## config.mk

```make
export PLATFORM = sky130hd
export DESIGN_NAME = prefetch_cache_control
export DESIGN_NICKNAME = d
export VERILOG_FILES = /design/src/common/cache_pkg.sv /design/src/line_word_mem.sv /design/src/prefetch_cache_control.sv
export SDC_FILE = /design/constraint.sdc
export NUM_CORES = 1
export LEC_CHECK = 0
export ABC_AREA = 0
export BUFFER_PORTS_ARGS = -buffer_cell sky130_fd_sc_hd__buf_2
export CORE_MARGIN = 10
export CORE_UTILIZATION = 60
export DETAILED_ROUTE_END_ITERATION = 12
export PLACE_DENSITY = 0.85
export SYNTH_ARGS = -nofsm -noshare
export SYNTH_HDL_FRONTEND = slang
export SYNTH_SLANG_ARGS = --single-unit
```

## constraint.sdc

```tcl
create_clock -name clk_i -period 6.6 [get_ports clk_i]
set_clock_uncertainty 0.1 [all_clocks]
set_input_delay 0.66 -clock clk_i [delete_from_list [all_inputs] [get_ports clk_i]]
set_output_delay 0.66 -clock clk_i [all_outputs]
set_load 0.01 [all_outputs]
```

## src/common/cache_pkg.sv

```systemverilog
// shared constants for the prefetch cache control block
package cache_pkg;
  // ==========================================================
  // register offsets (byte addresses, chosen)
  localparam logic [3:0] CONTROL_OFFSET = 4'h0;
  localparam logic [3:0] MASK_OFFSET    = 4'h4;
  localparam logic [3:0] ACCESS_OFFSET  = 4'h8;
  localparam logic [3:0] WORD0_OFFSET   = 4'hc;
  // ==========================================================
  // cache_control fields
  localparam int COHERENCY_BIT = 16;
  localparam int DCOUNT_LSB    = 8;
  localparam int PREFETCH_LSB  = 4;
  localparam int WAIT_LSB      = 0;
  localparam logic [2:0] WAIT_RESET = 3'h7;
  // ==========================================================
  // cache_tag_mask field
  localparam int MASK_LSB   = 5;
  localparam int MASK_WIDTH = 11;
  // line indices whose mask may be written
  localparam logic [3:0] MASK_LINE_A = 4'ha;
  localparam logic [3:0] MASK_LINE_B = 4'hb;
  // ==========================================================
  // cache geometry and encodings
  localparam int LINES      = 16;
  localparam int IDX_WIDTH  = 4;
  localparam int TAG_WIDTH  = 20;
  localparam logic [1:0] DCOUNT_OFF  = 2'h0;
  localparam logic [1:0] DCOUNT_ONE  = 2'h1;
  localparam logic [1:0] DCOUNT_TWO  = 2'h2;
  localparam logic [1:0] DCOUNT_FOUR = 2'h3;
  localparam logic [1:0] PREF_OFF    = 2'h0;
  localparam logic [1:0] PREF_CACHED = 2'h1;
  localparam logic [1:0] PREF_UNCACH = 2'h2;
  localparam logic [1:0] PREF_BOTH   = 2'h3;
endpackage

```

## src/line_word_mem.sv

```systemverilog
// word-0 storage for every cache line, registered read
`timescale 1ns/1ps
module line_word_mem (
  input  wire logic        clk_i,
  input  wire logic        we_i,
  input  wire logic [3:0]  waddr_i,
  input  wire logic [31:0] wdata_i,
  input  wire logic [3:0]  raddr_i,
  output logic      [31:0] rdata_o
);
  logic [31:0] mem [cache_pkg::LINES];

  always_ff @(posedge clk_i) begin
    if (we_i) begin
      mem[waddr_i] <= wdata_i;
    end
    rdata_o <= mem[raddr_i];
  end
endmodule // line_word_mem

```

## src/prefetch_cache_control.sv

```systemverilog
// prefetch cache control registers, line valid state and flash timing
`timescale 1ns/1ps
// Summary of operation
// a flash program cycle invalidates all lines when coherency is 1, otherwise all but locked instruction lines.
// the data line count field 11/10/01/00 allows four, two, one or no data lines.
// any write that changes the data line count invalidates every line, bar locked instruction lines kept by a same-cycle program cycle.
// prefetch field 11 enables both regions, 10 non-cacheable only, 01 cacheable only, 00 none.
// the wait-state field gives program flash wait states in system clocks, zero to seven.
// a set mask bit forces a match on that tag bit, a clear one compares normally.
// the mask field is written only while the line index selects line 0x0a or 0x0b.
// software writes unimplemented bits as zero and ignores their read value.
// word zero of the indexed line is readable only when the device is not code protected.
module prefetch_cache_control (
  input  wire logic        clk_i,
  input  wire logic        rst_i,
  input  wire logic [3:0]  wb_adr_i,
  input  wire logic [31:0] wb_dat_i,
  output logic      [31:0] wb_dat_o,
  input  wire logic [3:0]  wb_sel_i,
  input  wire logic        wb_we_i,
  input  wire logic        wb_cyc_i,
  input  wire logic        wb_stb_i,
  output logic             wb_ack_o,
  input  wire logic        code_protect_i,
  input  wire logic        flash_program_i,
  input  wire logic [19:0] fetch_tag_i,
  input  wire logic        flash_start_i,
  input  wire logic        region_cacheable_i,
  output logic      [15:0] line_valid_o,
  output logic      [15:0] line_hit_o,
  output logic             flash_ready_o,
  output logic             prefetch_allow_o,
  output logic      [2:0]  data_line_limit_o
);
  // ==========================================================
  // state
  typedef enum logic [1:0] {
    FL_IDLE = 2'b01,
    FL_WAIT = 2'b10
  } flash_state_t;

  typedef struct packed {
    // bus answer and control fields
    logic                 ack;
    logic                 coherency_invalidate_all;
    logic [1:0]           data_cache_line_count;
    logic [1:0]           predictive_prefetch_enable;
    logic [2:0]           flash_wait_states;
    // line selection and per-line state
    logic [3:0]           line_index;
    logic [15:0]          valid;
    logic [15:0]          locked;
    logic [15:0]          is_instr;
    logic [10:0]          mask_a;
    logic [10:0]          mask_b;
    // read data held for the acknowledge cycle
    logic [31:0]          rdata;
    logic                 rd_word0;
    // flash access timing
    flash_state_t         fstate;
    logic [2:0]           wcount;
    logic                 fready;
  } state_t;

  state_t st_reg;
  state_t st_next;

  // reset image of the whole state; the wait field starts at its slowest setting
  localparam state_t RESET_STATE = '{
    ack:                        1'b0,
    coherency_invalidate_all:   1'b0,
    data_cache_line_count:      2'h0,
    predictive_prefetch_enable: 2'h0,
    flash_wait_states:          cache_pkg::WAIT_RESET,
    line_index:                 4'h0,
    valid:                      16'h0,
    locked:                     16'h0,
    is_instr:                   16'h0,
    mask_a:                     11'h0,
    mask_b:                     11'h0,
    rdata:                      32'h0,
    rd_word0:                   1'b0,
    fstate:                     FL_IDLE,
    wcount:                     3'h0,
    fready:                     1'b0
  };

  logic [19:0] line_tag [cache_pkg::LINES];
  logic        mem_we;
  logic [31:0] mem_rdata;
  logic        req;
  logic        wr;
  logic [31:0] wmask;
  logic [31:0] wval;
  logic [31:0] cur;
  logic [15:0] keep_lines;

  // ==========================================================
  // bus decode
  // ack is registered, so the edge that sees it high must not take the request again
  assign req = wb_cyc_i && wb_stb_i && !st_reg.ack;
  assign wr  = req && wb_we_i;
  assign mem_we = wr && (wb_adr_i == cache_pkg::WORD0_OFFSET);

  // word 0 is read every cycle from the indexed line, so read data stand with ack
  line_word_mem line_word_mem_i (
    .clk_i   (clk_i),
    .we_i    (mem_we),
    .waddr_i (st_reg.line_index),
    .wdata_i (wb_dat_i),
    .raddr_i (st_reg.line_index),
    .rdata_o (mem_rdata)
  );

  // ==========================================================
  // tag storage: tags load from the fetch path when a line is written through word 0
  // tags need no reset: a line is compared only once its valid bit is set
  always_ff @(posedge clk_i) begin
    if (mem_we) begin
      line_tag[st_reg.line_index] <= fetch_tag_i;
    end
  end

  // ==========================================================
  // tag compare, one comparator per line
  genvar g;
  generate
    for (g = 0; g < cache_pkg::LINES; g++) begin : g_cmp
      logic [19:0] force_bits;
      always_comb begin
        force_bits = 20'h0;
        // mask positions sit over tag bits 19:9
        // only lines 0x0a and 0x0b carry a mask; the rest compare every tag bit
        if (g == int'(cache_pkg::MASK_LINE_A)) begin
          force_bits[19:9] = st_reg.mask_a;
        end else if (g == int'(cache_pkg::MASK_LINE_B)) begin
          force_bits[19:9] = st_reg.mask_b;
        end
      end
      assign line_hit_o[g] = st_reg.valid[g] &&
                             (((line_tag[g] ^ fetch_tag_i) & ~force_bits) == 20'h0);
    end
  endgenerate

  // ==========================================================
  // byte-lane merge
  // unselected bytes take their read value, so a one-byte write leaves the other fields; word 0 writes take all four bytes
  always_comb begin
    for (int i = 0; i < 4; i++) begin
      wmask[i*8 +: 8] = {8{wb_sel_i[i]}};
    end
  end

  // ==========================================================
  // read view of the registers
  // unimplemented bits read as zero; word 0 comes through the memory path instead
  always_comb begin
    cur = 32'h0;
    unique case (wb_adr_i)
      cache_pkg::CONTROL_OFFSET: begin
        cur[cache_pkg::COHERENCY_BIT]            = st_reg.coherency_invalidate_all;
        cur[cache_pkg::DCOUNT_LSB +: 2]          = st_reg.data_cache_line_count;
        cur[cache_pkg::PREFETCH_LSB +: 2]        = st_reg.predictive_prefetch_enable;
        cur[cache_pkg::WAIT_LSB +: 3]            = st_reg.flash_wait_states;
      end
      cache_pkg::MASK_OFFSET: begin
        if (st_reg.line_index == cache_pkg::MASK_LINE_B) begin
          cur[cache_pkg::MASK_LSB +: cache_pkg::MASK_WIDTH] = st_reg.mask_b;
        end else if (st_reg.line_index == cache_pkg::MASK_LINE_A) begin
          cur[cache_pkg::MASK_LSB +: cache_pkg::MASK_WIDTH] = st_reg.mask_a;
        end
      end
      cache_pkg::ACCESS_OFFSET: begin
        cur[3:0] = st_reg.line_index;
      end
      default: begin
        cur = 32'h0;
      end
    endcase
    wval = (wb_dat_i & wmask) | (cur & ~wmask);
  end

  // ==========================================================
  // lines kept across a flash program cycle
  // with coherency clear, locked instruction lines stay so pinned code keeps running;
  // data lines always go, as they may hold words that the program cycle changed
  always_comb begin
    if (st_reg.coherency_invalidate_all) begin
      keep_lines = 16'h0;
    end else begin
      keep_lines = st_reg.locked & st_reg.is_instr;
    end
  end

  // ==========================================================
  // next state
  always_comb begin
    st_next = st_reg;
    // ==========================================================
    // register reads and writes
    st_next.ack = req;
    st_next.rd_word0 = 1'b0;
    if (req && !wb_we_i) begin
      st_next.rdata = cur;
      // protection is sampled with the request, so one read sees one decision
      st_next.rd_word0 = (wb_adr_i == cache_pkg::WORD0_OFFSET) && !code_protect_i;
    end
    if (wr) begin
      unique case (wb_adr_i)
        cache_pkg::CONTROL_OFFSET: begin
          st_next.coherency_invalidate_all   = wval[cache_pkg::COHERENCY_BIT];
          st_next.data_cache_line_count      = wval[cache_pkg::DCOUNT_LSB +: 2];
          st_next.predictive_prefetch_enable = wval[cache_pkg::PREFETCH_LSB +: 2];
          st_next.flash_wait_states          = wval[cache_pkg::WAIT_LSB +: 3];
          if (wval[cache_pkg::DCOUNT_LSB +: 2] != st_reg.data_cache_line_count) begin
            st_next.valid = 16'h0;
          end
        end
        cache_pkg::MASK_OFFSET: begin
          if (st_reg.line_index == cache_pkg::MASK_LINE_A) begin
            st_next.mask_a = wval[cache_pkg::MASK_LSB +: cache_pkg::MASK_WIDTH];
          end else if (st_reg.line_index == cache_pkg::MASK_LINE_B) begin
            st_next.mask_b = wval[cache_pkg::MASK_LSB +: cache_pkg::MASK_WIDTH];
          end
        end
        cache_pkg::ACCESS_OFFSET: begin
          st_next.line_index = wval[3:0];
          // bit 4 marks a locked line, bit 5 an instruction line
          // lock and instruction bits are write-only; reads show the index alone
          st_next.locked[wval[3:0]]   = wval[4];
          st_next.is_instr[wval[3:0]] = wval[5];
        end
        cache_pkg::WORD0_OFFSET: begin
          // the fill marks the line valid; its tag is captured in the same cycle
          st_next.valid[st_reg.line_index] = 1'b1;
        end
        default: begin
        end
      endcase
    end
    // ==========================================================
    // line invalidation
    // a flash program cycle wins over a same-cycle line fill or size change
    if (flash_program_i) begin
      st_next.valid = st_reg.valid & keep_lines;
    end
    // ==========================================================
    // flash access timing
    // starts that arrive while a wait runs are dropped; the fetch path holds off until ready
    st_next.fready = 1'b0;
    unique case (st_reg.fstate)
      FL_IDLE: begin
        // with zero wait states the answer comes on the next cycle
        if (flash_start_i) begin
          if (st_reg.flash_wait_states == 3'h0) begin
            st_next.fready = 1'b1;
          end else begin
            st_next.wcount = st_reg.flash_wait_states;
            st_next.fstate = FL_WAIT;
          end
        end
      end
      // the count runs down from the field value taken at the start
      FL_WAIT: begin
        st_next.wcount = st_reg.wcount - 3'h1;
        if (st_reg.wcount == 3'h1) begin
          st_next.fready = 1'b1;
          st_next.fstate = FL_IDLE;
        end
      end
    endcase
  end

  always_ff @(posedge clk_i) begin
    if (rst_i) begin
      st_reg <= RESET_STATE;
    end else begin
      st_reg <= st_next;
    end
  end

  // ==========================================================
  // outputs
  // protected parts read word 0 as zero so code cannot be dumped
  assign wb_dat_o = st_reg.rd_word0 ? mem_rdata : st_reg.rdata;
  assign wb_ack_o = st_reg.ack;
  assign line_valid_o = st_reg.valid;
  assign flash_ready_o = st_reg.fready;

  // ==========================================================
  // prefetch enable and data line limit
  always_comb begin
    unique case (st_reg.predictive_prefetch_enable)
      cache_pkg::PREF_OFF:    prefetch_allow_o = 1'b0;
      cache_pkg::PREF_CACHED: prefetch_allow_o = region_cacheable_i;
      cache_pkg::PREF_UNCACH: prefetch_allow_o = !region_cacheable_i;
      cache_pkg::PREF_BOTH:   prefetch_allow_o = 1'b1;
    endcase
  end

  // the limit feeds the line allocator; zero means no line may take data
  always_comb begin
    unique case (st_reg.data_cache_line_count)
      cache_pkg::DCOUNT_OFF:  data_line_limit_o = 3'h0;
      cache_pkg::DCOUNT_ONE:  data_line_limit_o = 3'h1;
      cache_pkg::DCOUNT_TWO:  data_line_limit_o = 3'h2;
      cache_pkg::DCOUNT_FOUR: data_line_limit_o = 3'h4;
    endcase
  end
endmodule // prefetch_cache_control

```

; ---- Word-level counts from Yosys, hierarchy flattened
; Memory sizes are Yosys's and may differ from the RTL's. A register that Yosys moved wholly into a read port is not among the register bits.
; Index checks and enable logic that the tools add are counted.
[op_classes]
n_addsub = 1
magnitude_cmp = 4
n_eq_ne = 19
n_mux = 37
n_bitwise = 29
reduce_logical = 58
[ops]
columns = operator, n
row1 = 20-bit logical NOT, 16
row2 = 20-bit XOR, 16
row3 = 70-bit two-way mux, 1
row4 = 32-bit two-way mux, 2
row5 = 11-bit two-way mux, 5
row6 = 16-bit two-way mux, 3
row7 = 20-bit AND, 2
row8 = 20-bit inverter, 2
row9 = 17-bit AND, 2
row10 = 16-bit AND, 2
row11 = 16-bit bitwise mux, 2
row12 = 16-bit case mux with 2 select lines, 1
row13 = 1-bit logical AND, 24
row14 = 22-bit two-way mux, 1
row15 = 17-bit inverter, 1
row16 = 17-bit bitwise OR, 1
row17 = 4-bit == test (second input constant), 4
row18 = 16-bit bitwise OR, 1
row19 = 6-bit two-way mux, 2
row20 = 3-bit case mux with 4 select lines, 1
row21 = 6-bit case mux with 2 select lines, 1
row22 = 2-bit == test (second input constant), 5
row23 = 4-bit by 5-bit < comparator with 1-bit output (second input constant), 2
row24 = 1-bit two-way mux, 9
row25 = 26 further kinds, 42
[word_totals]
reg_bits = 107
ram_bits = 832
inputBits = 69
elab_cells = 166
memories = 2
[memory_table]
columns = name, depth, word_bits, rd, rd_clocked_by_memory_dff, wr, line
row1 = line_word_mem_i.mem, 16, 32, 1, 1, 1, line_word_mem.sv:11  ; logic [31:0] mem [cache_pkg::LINES];
row2 = line_tag, 16, 20, 16, 0, 1, prefetch_cache_control.sv:88  ; logic [19:0] line_tag [cache_pkg::LINES];

; ---- Logic depth before layout (Yosys ltp)
[depth]
depth_word = 14
mapped_depth = 8
ltp_nobuf = 5

; ---- Modules after synthesis
; From an unflattened synthesis, not the netlist that was laid out.
[unflattened]
cells_unflattened = 2288
area_unflattened_um2 = 38724.6
[modules_own_cells]
columns = module, instances, cells_per_inst, area_per_inst_um2, seq_area_each_um2
row1 = line_word_mem, 1, 838, 19835.3, 16015.4
row2 = prefetch_cache_control, 1, 1450, 18889.4, 11751.3

; ---- Worst setup path before layout
; OpenSTA, ideal clock, no wires.
[synth_timing]
path_kind = input to register
start = in wb_adr_i[3]
end = mem line_tag[0][0] (enable)
setup_ns = 0.526
arrival_ns = 5.288
t_required_ns = 5.974
path_slack_ns = 0.686
stages = 5
n_path_buf = 1
cell_sequence = buf_2 -> nand4bb_1 -> or2_0 -> or3_1 -> nor3_1
[synth_via]
elab_chain_cells = 4
[synth_rtl]
columns = item, line
row1 = start: declaration, prefetch_cache_control.sv:16  ; input wire logic [3:0] wb_adr_i,
row2 = 4-bit == test, prefetch_cache_control.sv:103  ; assign mem_we = wr && (wb_adr_i == cache_pkg::WORD0_OFFSET);
row3 = 1-bit logical AND, prefetch_cache_control.sv:103
row4 = 1-bit two-way mux, prefetch_cache_control.sv:119  ; if (mem_we) begin
row5 = 1-bit two-way mux (implied by the code), prefetch_cache_control.sv:120  ; line_tag[st_reg.line_index] <= fetch_tag_i;
row6 = end: declaration, prefetch_cache_control.sv:88
; No other way between the ends.

; ---- Final worst setup path
[layout_timing]
start = reg st_reg (netlist bit wb_ack_o)
end = mem line_tag[11][7] (enable)
[layout_via]
elab_chain_cells = 6
[layout_rtl]
columns = item, line
row1 = start: declaration, prefetch_cache_control.sv:65  ; state_t st_reg;
row2 = start signal: assignment, prefetch_cache_control.sv:278  ; st_reg <= st_next;
row3 = 1-bit logical NOT, prefetch_cache_control.sv:101  ; assign req = wb_cyc_i && wb_stb_i && !st_reg.ack;
row4 = 1-bit logical AND, prefetch_cache_control.sv:101
row5 = 1-bit logical AND, prefetch_cache_control.sv:102  ; assign wr = req && wb_we_i;
row6 = 1-bit logical AND, prefetch_cache_control.sv:103
row7 = 1-bit two-way mux, prefetch_cache_control.sv:119
row8 = 1-bit two-way mux (implied by the code), prefetch_cache_control.sv:120
; No other way between the ends.

==> reports/summary.log <==
qor: setup_path.cp_slowest_cell sky130_fd_sc_hd__nor2_4
qor: timing.setup-tns-final 0 ns
qor: finish.fin_area 43600 µm²
qor: setup_path.critical_path.n_buffers_inverters 1
qor: cts.cts_repair_resize_count 0
qor: logic_synthesis.synth.yosys.seq_area_share 71.8%
qor: timing.timing.final.hold_violations 0
qor: global_routing.vias_in_the_first_global_route 22400
qor: die.dieArea 75000 µm²
qor: cts.cts.hold.buffers_added 0
qor: setup_path.worst_path_cell_trace nand4b_1 > nor2_1 > nand3_1 > nor2_4 > buf_4
qor: logic_synthesis.synthesis.instances 2198
qor: logic_synthesis.synth-seq-cells 971
qor: run_status.status finished clean
qor: timing.setup_violations_final 0
qor: power.power_density 293 nW/µm²
qor: power.worst_ir_drop_on_vdd 181 µV
qor: global_routing.track_usage 25.9%
qor: placed_design.dp_hpwl 52700 µm
qor: timing.drv_slew 0
qor: logic_synthesis.yosys.area_share.adder 0.0647%
qor: timing.post-route-worst-setup-slack 2.68 ns
qor: setup_path.setup.worst_path.class reg -> reg
qor: finish.design.final.nets 2407
qor: route.vias_per_cell 6.57
qor: route.detail-route-antenna-nets 0
qor: route.drt-pass1-iter-count 8
qor: die.std_cell_rows 93
qor: logic_synthesis.simple_gate_share_of_the_synthesized_area 5.30%
qor: min_path.hold_path.startpoint code_protect_i
qor: logic_synthesis.netlist_area 38700 µm²
qor: global_routing.overflow 0
qor: logic_synthesis.synth_top_area_share 64.6%
qor: global_routing.initial_antenna_violation_count 4
qor: logic_synthesis.synthesized_area_per_cell 17.6 µm²
qor: placed_design.dp_slack 2.40 ns
qor: die.initial_core_util 60.3%
qor: cts.clock_sink_count 971
qor: die.dieHeight 274 µm
qor: min_path.min-delay-path-class in -> reg
qor: timing.fin_worst_hold_slack 0.0998 ns
qor: logic_synthesis.synth.most_common_cell sky130_fd_sc_hd__edfxtp_1
qor: cts.cts_made_buffers 91
qor: die.die-width 274 µm
qor: route.remaining_drc_errors 0
qor: setup_path.critical_path_peak_fanout 27
qor: cts.clock_path_buffers 3
qor: logic_synthesis.synth.distinct_cells 64
qor: placed_design.dpl_cell_area 40300 µm²
qor: finish.synthToLayoutAreaGrowth 12.8%
qor: timing.rsz0062_at_grt false
qor: logic_synthesis.async_reset_ff_share 0%
qor: setup_path.cpPeakStageDelay 1.13 ns
qor: cts.ctsHtreeMaxLevel 3
qor: cts.cts.repair_timing.setup_buffer_count 0
qor: logic_synthesis.post_synth_most_frequent_cells 832 x sky130_fd_sc_hd__edfxtp_1, 194 x sky130_fd_sc_hd__xnor2_1, 160 x sky130_fd_sc_hd__mux4_2
qor: die.floorplan.core_area 64100 µm²
qor: die.pin_count 139
qor: global_routing.grt_first_pass_wirelength 145000 µm
qor: timing.max_clock_freq 255 MHz
qor: setup_path.crit_family simple AND/OR/NAND/NOR gates
qor: placed_design.port_buffers 137
qor: logic_synthesis.yosys_warnings 0
qor: logic_synthesis.post_synthesis_cell_type_with_the_largest_combined_area sky130_fd_sc_hd__edfxtp_1
qor: setup_path.timing.critical_path.required 6.80 ns
qor: route.routed-via-count 21500
qor: flow_run.max_cap_violations 0
qor: setup_path.start_kind flip-flop
qor: route.drt_first_iter_violations 3230
qor: finish.post_route_cells_drive_above_1_share 22.5%
qor: setup_path.ff2ff_path_depth 5
qor: timing.fin_crit_sh 59.4%
qor: min_path.worst_hold_path.num_cells 2
qor: cts.root_buffer sky130_fd_sc_hd__clkbuf_16
qor: cts.cts_tree built
qor: route.wl_per_cell 29.8 µm
qor: timing.finalCriticalPeriod 3.92 ns
qor: finish.finalCoreUtilization 68.0%
qor: setup_path.cp-end-kind flip-flop
qor: route.detail_route.wirelength 97600 µm
qor: logic_synthesis.postSynth.topFlopCell sky130_fd_sc_hd__edfxtp_1
qor: setup_path.worstPathArrival 4.11 ns
qor: finish.n_fill_cell 3736
qor: setup_path.r2r_end line_tag[11][7]$_DFFE_PP_
qor: logic_synthesis.share_of_synthesized_area_spent_on_multiplexers 11.5%
qor: global_routing.pin_count_of_the_biggest_net_entering_global_routing 109
qor: power.power_leakage 14.0 nW
qor: logic_synthesis.synth.top_cells.by_area sky130_fd_sc_hd__edfxtp_1 65%, sky130_fd_sc_hd__mux4_2 9.3%, sky130_fd_sc_hd__dfxtp_1 7.2%, sky130_fd_sc_hd__xnor2_1 4.4%, sky130_fd_sc_hd__xor2_1 2.9%
qor: logic_synthesis.synth-compound-area-share 2.36%
qor: timing.tightestPinTransition 1.31 ns
qor: timing.relSlewSlack 12.7%
qor: logic_synthesis.synth_enable_flop_cells 832
qor: logic_synthesis.synthXorXnorAreaFrac 7.29%
qor: cts.clk_pin_slew_worst_setup_hold_paths 0.06 ns
qor: finish.largest_reg_flops 512
qor: cts.worst_skew_pair.late_latency 0.67 ns
qor: placed_design.gp_routability_congestion 0.851
qor: min_path.min_to st_reg[6]$_SDFF_PP0_
qor: logic_synthesis.postSynthNetCount 2269
qor: setup_path.regToRegSetupSlack 2.68 ns
qor: logic_synthesis.largest_family_of_logic_cells_by_synthesized_area multiplexers
qor: setup_path.worstReg2RegStart wb_ack_o$_SDFF_PP0_
[where the power goes]
part           internal, mW  switching (mW)
logic                 0.109           0.262
clock network          3.41            2.35
registers              6.65         0.00534
total                  10.2            2.62
[cell families (layout without fill, tap and decap cells)]
logic type | after synthesis | after routing
DFF | 971 | 971
AOI/OAI and AO/OA | 130 | 130
other | 0 | 2
xor gates and xnor gates | 322 | 322
and+or+nand+nor | 383 | 383
muxes | 241 | 241
buffers and inverters | 149 | 365
adders and majority gates | 2 | 2
[metrics by stage]
step | total power [mW] | std cells
2_1_floorplan | 6.98 | 2198
3_5_place_dp | 7.14 | 3098
6_report | 12.8 | 3271
5_1_grt | 13.1 | 3271
3_3_place_gp | 7.12 | 3098
4_1_cts | 12.8 | 3269
[area by class of cell]
type	instances	area (µm²)	share of cell area, %
inverters	11	41.3	0.0947
clock inverters	57	826	1.89
multi-input cells	1078	10400	23.8
flip-flops and latches	971	27800	63.7
well taps	855	1070	2.45
repair buffers	183	1030	2.36
clock buffers	114	2490	5.72
diodes	2	5.00	0.0115
[layer usage]
layer | GRT usage (%) | vias up | wire (µm)
met2 | 43.1 | 1561 | 49200
met4 | 11.7 | 2 | 3980
met1 | 32.8 | 10900 | 33500
met3 | 5.00 | 287 | 10900
li1 | - | 8761 | -
met5 | 0 | - | 13
[how the worst max path moves through the flow]
stage	from	end	slack, ns	depth (start not counted)
after floorplan	wb_adr_i[3]	line_tag[0][0]$_DFFE_PP_	0.69	5
after global placement	wb_adr_i[3]	line_tag[12][11]$_DFFE_PP_	2.53	6
after detailed placement	wb_adr_i[3]	line_tag[12][17]$_DFFE_PP_	2.40	6
after CTS	fetch_tag_i[7]	line_hit_o[11]	2.79	7
after global routing	fetch_tag_i[7]	line_hit_o[11]	2.58	7
final	wb_ack_o$_SDFF_PP0_	line_tag[11][7]$_DFFE_PP_	2.68	5
[cells in the final DEF, fill, tap and decap left out, types with 6 or more instances in the layout]
master                      netlist  layout
sky130_fd_sc_hd__a21oi_1         25      25
sky130_fd_sc_hd__a32oi_1         17      17
sky130_fd_sc_hd__and2_1          19      19
sky130_fd_sc_hd__buf_2           15     137
sky130_fd_sc_hd__buf_4           18      46
sky130_fd_sc_hd__bufinv_16        0      18
sky130_fd_sc_hd__clkbuf_1        85      11
sky130_fd_sc_hd__clkbuf_16        0      92
sky130_fd_sc_hd__clkbuf_8         0      11
sky130_fd_sc_hd__clkinv_1         0      10
sky130_fd_sc_hd__clkinv_2         0      17
sky130_fd_sc_hd__dfxtp_1        139     135
sky130_fd_sc_hd__edfxtp_1       832     832
sky130_fd_sc_hd__inv_1           11      11
sky130_fd_sc_hd__mux2_2          20      20
sky130_fd_sc_hd__mux2i_1         61      61
sky130_fd_sc_hd__mux4_2         160     160
sky130_fd_sc_hd__nand2_1         57      57
sky130_fd_sc_hd__nand2b_1        39      39
sky130_fd_sc_hd__nand3_1         24      24
sky130_fd_sc_hd__nand3b_1         6       6
sky130_fd_sc_hd__nand4_1         45      45
sky130_fd_sc_hd__nor2_1          85      73
sky130_fd_sc_hd__nor2_4           0      12
sky130_fd_sc_hd__nor3_1          30      26
sky130_fd_sc_hd__nor3_2           2       6
sky130_fd_sc_hd__nor4_1          47      47
sky130_fd_sc_hd__o21ai_0         24      24
sky130_fd_sc_hd__o22ai_1          8       8
sky130_fd_sc_hd__o2bb2ai_1       13      13
sky130_fd_sc_hd__o31ai_1         12      12
sky130_fd_sc_hd__xnor2_1        194     194
sky130_fd_sc_hd__xor2_1         128     128
Power figures use the tool's default switching activity.
